**config.mk**
```make
export PLATFORM = sky130hd
export DESIGN_NAME = lahp_port
export DESIGN_NICKNAME = d
export VERILOG_FILES = /design/src/rtl/lahp_pkg.sv /design/src/rtl/lahp_sync.sv /design/src/rtl/lahp_port.sv
export SDC_FILE = /design/constraint.sdc
export NUM_CORES = 1
export LEC_CHECK = 0
export ABC_AREA = 1
export BUFFER_PORTS_ARGS = -buffer_cell sky130_fd_sc_hd__buf_2
export CAP_MARGIN = 15
export CORE_UTILIZATION = 60
export CTS_CLUSTER_DIAMETER = 40
export CTS_CLUSTER_SIZE = 10
export DETAILED_ROUTE_END_ITERATION = 6
export PLACE_DENSITY = 0.83
export SLEW_MARGIN = 20
export SYNTH_ARGS = -nofsm -noshare
export SYNTH_HDL_FRONTEND = slang
export SYNTH_HIERARCHICAL = 1
export SYNTH_SLANG_ARGS = --single-unit
```
**constraint.sdc**
```tcl
create_clock -name clock -period 2.45 [get_ports clock]
set_input_delay 0.245 -clock clock [delete_from_list [all_inputs] [get_ports clock]]
set_output_delay 0.245 -clock clock [all_outputs]
set_load 0.05 [all_outputs]
```
**src/rtl/lahp_pkg.sv**
```systemverilog
// Package of constants for the link adaptor host port
// Notes on behaviour
// - Arriving data packet sets receive-valid flag
// - Only data read or reset clears receive-valid
// - Data read clears flag, sends acknowledge
// - Enable bits written directly, read back
// - Receive irq equals enable AND receive-valid
// - Receive irq drops on data read, reset
// - Written byte goes out as data packet
// - Transmit data read undefined, no side effect
// - Reset sets empty; only write clears
// - Data write clears empty, starts transmit
// - Empty stays low until acknowledge arrives
// - Transmit irq equals enable AND empty
// - Transmit irq drops on write, reset
// - Two selects plus direction decode registers
// - Latch select at fall, data at rise
// - Input data holds last data packet
package lahp_pkg;
    // ****************************************
    // Register select codes
    // ****************************************
    localparam logic [1:0] LAHP_SEL_DATA    = 2'h0;
    localparam logic [1:0] LAHP_SEL_TXDATA  = 2'h1;
    localparam logic [1:0] LAHP_SEL_RXSTAT  = 2'h2;
    localparam logic [1:0] LAHP_SEL_TXSTAT  = 2'h3;
    // ****************************************
    // Status field positions and reset values
    // ****************************************
    localparam int         LAHP_FLAG_BIT    = 0;
    localparam int         LAHP_IEN_BIT     = 1;
    localparam logic [5:0] LAHP_HIGH_RESET  = 6'h00;
    localparam logic [7:0] LAHP_DATA_RESET  = 8'h00;
    // Pin synchroniser depth
    localparam int         LAHP_SYNC_STAGES = 3;
    typedef logic [7:0] lahp_byte_t;
endpackage : lahp_pkg

```
**src/rtl/lahp_sync.sv**
```systemverilog
// Three-stage pin synchroniser, change accepted when last two agree
`timescale 1ns/1ps
`default_nettype none
module lahp_sync #(
    parameter int W = 1
) (
    // Clock and reset
    input  wire logic         clock,
    input  wire logic         rst,
    // Pin and result
    input  wire logic [W-1:0] pin_in,
    output logic      [W-1:0] level_out
);
    logic [W-1:0] s1_q;
    logic [W-1:0] s2_q;
    logic [W-1:0] s3_q;
    always_ff @(posedge clock or posedge rst)
    begin
        if (rst)
        begin
            s1_q <= '0;
            s2_q <= '0;
            s3_q <= '0;
        end
        else
        begin
            s1_q <= pin_in;
            s2_q <= s1_q;
            s3_q <= s2_q;
        end
    end
    // Hold last agreed value while stages disagree
    logic [W-1:0] level_q;
    always_ff @(posedge clock or posedge rst)
    begin
        if (rst)
            level_q <= '0;
        else
            level_q <= (s2_q & s3_q) | (level_q & (s2_q | s3_q));
    end
    assign level_out = level_q;
endmodule : lahp_sync
`default_nettype wire

```
**src/rtl/lahp_port.sv**
```systemverilog
// Host parallel port of the link adaptor
`timescale 1ns/1ps
`default_nettype none
module lahp_port (
    // Clock and reset
    input  wire logic              clock,
    input  wire logic              rst,
    // Host bus pins
    input  wire logic              chip_select_n,
    input  wire logic              read_write_dir,
    input  wire logic [1:0]        register_select_lines,
    input  wire lahp_pkg::lahp_byte_t host_data_in,
    output lahp_pkg::lahp_byte_t   host_data_out,
    output logic                   host_data_oe,
    // Interrupt pins
    output logic                   receive_irq_out,
    output logic                   transmit_irq_out,
    // Link engine side
    input  wire logic              rx_data_valid,
    input  wire lahp_pkg::lahp_byte_t rx_data,
    input  wire logic              rx_ack_seen,
    output logic                   tx_data_start,
    output lahp_pkg::lahp_byte_t   tx_data,
    output logic                   tx_ack_start
);
    import lahp_pkg::*;
    // ****************************************
    // Pin synchronisation
    // ****************************************
    // Select, direction, register select and data share one filter so they stay aligned
    logic [11:0] pins_s;
    lahp_sync #(.W(12)) u_sync (
        .clock     (clock),
        .rst       (rst),
        .pin_in    ({~chip_select_n, read_write_dir, register_select_lines, host_data_in}),
        .level_out (pins_s)
    );
    logic       cs_s;
    logic       cs_q;
    logic       cs_fall;
    logic       cs_rise;
    assign cs_s    = pins_s[11];
    assign cs_fall = cs_s & ~cs_q;
    assign cs_rise = ~cs_s & cs_q;
    always_ff @(posedge clock or posedge rst)
    begin
        if (rst)
            cs_q <= 1'b0;
        else
            cs_q <= cs_s;
    end
    // ****************************************
    // Access latch and decode
    // ****************************************
    logic       rd_q;
    logic [1:0] sel_q;
    always_ff @(posedge clock or posedge rst)
    begin
        if (rst)
        begin
            rd_q  <= 1'b1;
            sel_q <= LAHP_SEL_DATA;
        end
        else if (cs_fall)
        begin
            rd_q  <= pins_s[10];
            sel_q <= pins_s[9:8];
        end
    end
    logic data_rd_end;
    logic tx_wr_end;
    logic rx_st_wr;
    logic tx_st_wr;
    // Actions fire at deselect so bus data is stable when used
    assign data_rd_end = cs_rise & rd_q & (sel_q == LAHP_SEL_DATA);
    assign tx_wr_end   = cs_rise & ~rd_q & (sel_q == LAHP_SEL_TXDATA);
    assign rx_st_wr    = cs_rise & ~rd_q & (sel_q == LAHP_SEL_RXSTAT);
    assign tx_st_wr    = cs_rise & ~rd_q & (sel_q == LAHP_SEL_TXSTAT);
    // ****************************************
    // Receive side
    // ****************************************
    logic       rx_valid_q;
    logic       rx_ien_q;
    logic [5:0] rx_high_q;
    lahp_byte_t rx_buf_q;
    always_ff @(posedge clock or posedge rst)
    begin
        if (rst)
            rx_valid_q <= 1'b0;
        else if (rx_data_valid)
            rx_valid_q <= 1'b1;
        else if (data_rd_end)
            rx_valid_q <= 1'b0;
    end
    always_ff @(posedge clock or posedge rst)
    begin
        if (rst)
            rx_buf_q <= LAHP_DATA_RESET;
        else if (rx_data_valid)
            rx_buf_q <= rx_data;
    end
    always_ff @(posedge clock or posedge rst)
    begin
        if (rst)
        begin
            rx_ien_q  <= 1'b0;
            rx_high_q <= LAHP_HIGH_RESET;
        end
        else if (rx_st_wr)
        begin
            rx_ien_q  <= pins_s[LAHP_IEN_BIT];
            rx_high_q <= pins_s[7:2];
        end
    end
    // ****************************************
    // Transmit side
    // ****************************************
    logic       tx_empty_q;
    logic       tx_ien_q;
    logic [5:0] tx_high_q;
    lahp_byte_t tx_data_q;
    logic       tx_start_q;
    logic       ack_start_q;
    always_ff @(posedge clock or posedge rst)
    begin
        if (rst)
            tx_empty_q <= 1'b1;
        else if (tx_wr_end)
            tx_empty_q <= 1'b0;
        else if (rx_ack_seen & ~tx_start_q)
            tx_empty_q <= 1'b1;
    end
    always_ff @(posedge clock or posedge rst)
    begin
        if (rst)
        begin
            tx_data_q   <= LAHP_DATA_RESET;
            tx_start_q  <= 1'b0;
            ack_start_q <= 1'b0;
        end
        else
        begin
            if (tx_wr_end)
                tx_data_q <= pins_s[7:0];
            tx_start_q  <= tx_wr_end;
            ack_start_q <= data_rd_end;
        end
    end
    always_ff @(posedge clock or posedge rst)
    begin
        if (rst)
        begin
            tx_ien_q  <= 1'b0;
            tx_high_q <= LAHP_HIGH_RESET;
        end
        else if (tx_st_wr)
        begin
            tx_ien_q  <= pins_s[LAHP_IEN_BIT];
            tx_high_q <= pins_s[7:2];
        end
    end
    assign tx_data_start = tx_start_q;
    assign tx_data       = tx_data_q;
    assign tx_ack_start  = ack_start_q;
    // ****************************************
    // Interrupts and read data
    // ****************************************
    assign receive_irq_out  = rx_ien_q & rx_valid_q;
    assign transmit_irq_out = tx_ien_q & tx_empty_q;
    lahp_byte_t rd_mux;
    always_comb
    begin
        case (sel_q)
            LAHP_SEL_DATA:   rd_mux = rx_buf_q;
            LAHP_SEL_RXSTAT: rd_mux = {rx_high_q, rx_ien_q, rx_valid_q};
            LAHP_SEL_TXSTAT: rd_mux = {tx_high_q, tx_ien_q, tx_empty_q};
            default:         rd_mux = LAHP_DATA_RESET;
        endcase
    end
    // Registered so the pins never glitch
    always_ff @(posedge clock or posedge rst)
    begin
        if (rst)
        begin
            host_data_out <= LAHP_DATA_RESET;
            host_data_oe  <= 1'b0;
        end
        else
        begin
            host_data_out <= rd_mux;
            host_data_oe  <= cs_q & cs_s & rd_q;
        end
    end
    // ****************************************
    // Checks
    // ****************************************
    property p_rx_set;
        @(posedge clock) disable iff (rst) rx_data_valid |=> rx_valid_q;
    endproperty
    a_rx_set: assert property (p_rx_set) else $error("valid not set");
    property p_rx_hold;
        @(posedge clock) disable iff (rst)
            rx_valid_q & ~data_rd_end |=> rx_valid_q;
    endproperty
    a_rx_hold: assert property (p_rx_hold) else $error("valid lost");
    property p_ack;
        @(posedge clock) disable iff (rst)
            data_rd_end & ~rx_data_valid |=> ~rx_valid_q & tx_ack_start;
    endproperty
    a_ack: assert property (p_ack) else $error("read effects missing");
    property p_ien;
        @(posedge clock) disable iff (rst)
            rx_st_wr |=> rx_ien_q == $past(pins_s[1]);
    endproperty
    a_ien: assert property (p_ien) else $error("enable not written");
    property p_rxirq;
        @(posedge clock) disable iff (rst)
            rx_st_wr & rx_valid_q |=> receive_irq_out == $past(pins_s[LAHP_IEN_BIT]);
    endproperty
    a_rxirq: assert property (p_rxirq) else $error("rx irq wrong");
    property p_rxirq_drop;
        @(posedge clock) disable iff (rst)
            data_rd_end & ~rx_data_valid |=> ~receive_irq_out;
    endproperty
    a_rxirq_drop: assert property (p_rxirq_drop) else $error("rx irq stuck");
    property p_tx;
        @(posedge clock) disable iff (rst)
            tx_wr_end |=> tx_data_start & ~tx_empty_q & ~transmit_irq_out;
    endproperty
    a_tx: assert property (p_tx) else $error("write effects missing");
    property p_empty_hold;
        @(posedge clock) disable iff (rst)
            ~tx_empty_q & ~rx_ack_seen |=> ~tx_empty_q;
    endproperty
    a_empty_hold: assert property (p_empty_hold) else $error("empty early");
    property p_txirq;
        @(posedge clock) disable iff (rst)
            tx_st_wr & tx_empty_q |=> transmit_irq_out == $past(pins_s[LAHP_IEN_BIT]);
    endproperty
    a_txirq: assert property (p_txirq) else $error("tx irq wrong");
endmodule : lahp_port
`default_nettype wire

```
==> impl_metrics.py <==
metrics = {
    "status": {
        "run_status": "complete, no violations",
    },
    "grt": {
        "overflow": 0,
        "grt_pass1_vias": 2310,
        "grt_usage_pct": 23.68,
        "antenna_found_initial": 0,
        "grt_max_degree": 48,
        "grt_first_pass_wirelength_mm": 10.41,
    },
    "sta": {
        "setup_viol": 0,
        "finalCritPeriodShare_pct": 63.99,
        "max_freq_ghz": 0.6379,
        "tns_ns": 0,
        "clock_skew_ns": 0.009695,
        "period_needed_ns": 1.568,
        "hold_viol": 0,
        "worstMarginPinSlew_ns": 0.8027,
        "grt_setup_unrepaired": "no",
        "slew_violations": 0,
        "relSlewSlack_pct": 46.43,
    },
    "detailed_routing": {
        "drt_wl_total_mm": 5.988,
        "drtAntennaViolNets": 0,
        "drt_iter0_markers": 164,
        "vias_per_cell": 5.087,
        "wire_per_inst_um": 13.31,
        "drt_pass1_iterations": 4,
        "remaining_drc_errors": 0,
        "vias": 2289,
    },
    "pwr": {
        "leakagePower_nw": 2.076,
        "comb_power_share_pct": 26.0,
        "ir_worst_vdd_mv": 0.6539,
        "switching_share_pct": 35.99,
        "pwr-share-seq_pct": 48.6,
        "clockPowerShare_pct": 25.4,
        "p_sw_mw": 1.523,
        "p_per_area_nw_per_um2": 1075,
        "finalPower_mw": 4.230,
        "cell_internal_pwr_mw": 2.707,
    },
    "yosys": {
        "ys_seq_area_share_pct": 71.75,
        "syn_area_per_cell_um2": 10.70,
        "yosys_register_bits": 95,
        "mappedNetlistArea_um2": 3317,
        "synth_cell_type_count": 18,
        "ys_warn_count": 6,
        "synth_nets": 334,
        "synthesis.instances": 310,
    },
    "floorplan": {
        "initial_core_util_pct": 63.73,
        "dieHeight_um": 76.35,
        "rows": 26,
        "ios": 45,
        "die_area_um2": 5829,
        "fp.dieW_um": 76.35,
        "coreArea_um2": 5205,
    },
    "clocking": {
        "cts_resized": 0,
        "numCtsBuffers": 9,
        "clk_transition_reported_paths_ns": 0.08,
        "cts_tree": "yes",
        "cts.sinks": 95,
        "htree_levels": 3,
        "root_buffer": "clkbuf_8",
        "clkLatencyLatePin_ns": 0.35,
        "cts_buffer_depth": 2,
    },
    "critical_path": {
        "r2r_end": "rx_high_q[2]",
        "crit_fanout": 22,
        "r2r-start": "u_sync/level_out[11]",
        "arrival_ns": 1.85,
        "ff2ff_path_depth": 5,
        "critPathCapture": "rx_high_q[2]",
        "path_cells": "inv_2 > nand2_1 > nor2_2 > nand3_1 > nand2_1",
        "end_kind": "flop",
        "cpMaxStageDelayCell": "nor2_2",
        "criticalPathCategory": "reg2reg",
        "cpMostUsedCell": "nand2_1",
        "startpoint_type": "flop",
        "critPathRequiredTime_ns": 2.74,
        "crit_start": "u_sync/level_out[11]",
        "rrSetupSlack_ns": 0.88,
        "worst_path_largest_cell_delay_ns": 0.61,
    },
    "place": {
        "globalplace.congestion": 0.7805,
        "dp_hpwl_mm": 4.100,
        "port_buffers": 44,
    },
    "finish": {
        "layout.nets": 399,
        "antenna_cells": 0,
        "drive_above_1_share_pct": 19.47,
        "syn2layout_area_growth_pct": 18.67,
        "final_common_cell": "nand2_1",
        "final_cell_mix": "nand2_1, dfrtp_1, buf_2, nand3_1, inv_1",
    },
    "min_path": {
        "hold_path.class": "in2reg",
    },
    "run": {
        "max-cap-violations": 0,
    },
}
[logic make-up (layout without fill, tap and decap cells)]
kind of cell | after synthesis | count (layout) | synth area share [%]
simple gates | 164 | 164 | 21.12
buf+inv | 33 | 103 | 4.338
flops | 95 | 95 | 71.75
compound gates | 18 | 18 | 2.791
[cell usage after synthesis]
cell | count | area (um^2)
a21oi_1 | 16 | 80.08
buf_2 | 1 | 5.000
buf_4 | 3 | 22.52
buf_6 | 1 | 11.26
dfrtp_1 | 93 | 2327
dfstp_2 | 2 | 52.55
inv_1 | 23 | 86.33
inv_2 | 5 | 18.77
nand2_1 | 109 | 409.1
nand3_1 | 31 | 155.2
nand3_2 | 1 | 10.01
nand3_4 | 1 | 17.52
nor2_1 | 17 | 63.81
nor2_2 | 1 | 6.260
nor2_4 | 3 | 33.78
nor3_1 | 1 | 5.000
o211ai_1 | 1 | 7.510
o21ai_0 | 1 | 5.000
[routing by layer]
| layer | vias to the layer above | share of wire [%] | global-route usage (%) |
|---|---|---|---|
| met3 | 12 | 3.2 | 4.431 |
| met4 | 0 | 2.0 | 10.38 |
| met2 | 45 | 52 | 40.36 |
| li1 | 1095 | - | - |
| met5 | - | 0 | 0 |
| met1 | 1137 | 43 | 29.76 |
[layout make-up]
type | instances | area, um^2
clock buffer | 12 | 135.1
tap | 70 | 87.58
inverter | 28 | 105.1
multi-input combinational | 182 | 793.3
clock inverter | 4 | 72.57
fill | 382 | 1269
timing repair buffer | 59 | 362.8
sequential | 95 | 2380
[power groups by stage]
stage | Sequential (mW) | Clock [mW] | Combinational [mW]
2_1_floorplan | 2.46 | 0 | 0.439
3_3_place_gp | 2.07 | 0 | 1.06
3_5_place_dp | 2.08 | 0 | 1.09
4_1_cts | 2.05 | 1.09 | 1.11
5_1_grt | 2.09 | 1.16 | 1.20
6_report | 2.06 | 1.07 | 1.10
[how the worst min path moves through the flow]
stage	startpoint	to	slack, ns	cells past startpoint
after detailed placement	rst	u_sync/s3_q[8]	0.34	2
final	chip_select_n	u_sync/s1_q[11]	0.02	2
after global placement	rst	u_sync/level_out[8]	0.33	2
after floorplan	host_data_in[0]	u_sync/s1_q[0]	0.28	0
after CTS	chip_select_n	u_sync/s1_q[11]	0.009	2
after global routing	chip_select_n	u_sync/s1_q[11]	0.02	2
[critical path: cells and delay by family, from the launching register on]
family | cells | cell delay (ns)
AND/OR/NAND/NOR | 4 | 0.95
flip-flops | 1 | 0.47
buffers and inverters | 1 | 0.09
[stage by stage]
| stage | cell area [um^2] | std cells | utilization, % | setup WS, ns | hold WS (ns) |
|---|---|---|---|---|---|
| final | 3936 | 450 | 75.63 | 0.8823 | 0.02018 |
| after global routing | 3936 | 450 | 75.63 | 0.7145 | 0.01867 |
| after CTS | 3936 | 450 | 75.63 | 0.8997 | 0.009484 |
| after detailed placement | 3608 | 422 | 69.33 | 0.9319 | 0.3352 |
| after global placement | 3608 | 422 | 69.33 | 0.9957 | 0.3262 |
| after floorplan | 3317 | 310 | - | 1.061 | 0.2764 |
[flip-flops by register name, summed over array words and instances (netlist names)]
name              count
u_sync/level_out     12
u_sync/s1_q          12
u_sync/s2_q          12
u_sync/s3_q          12
host_data_out         8
rx_buf_q              8
tx_data               8
rx_high_q             6
tx_high_q             6
sel_q                 2
cs_q                  1
host_data_oe          1
rd_q                  1
rx_ien_q              1
rx_valid_q            1
tx_ack_start          1
tx_data_start         1
tx_empty_q            1
tx_ien_q              1
[repair_timing]
action	in CTS	in global routing
setup endpoints to repair	0	0
buffers inserted	0	0
hold endpoints to repair	37	0
hold buffers	12	0
(Power assumes the default switching activity.)
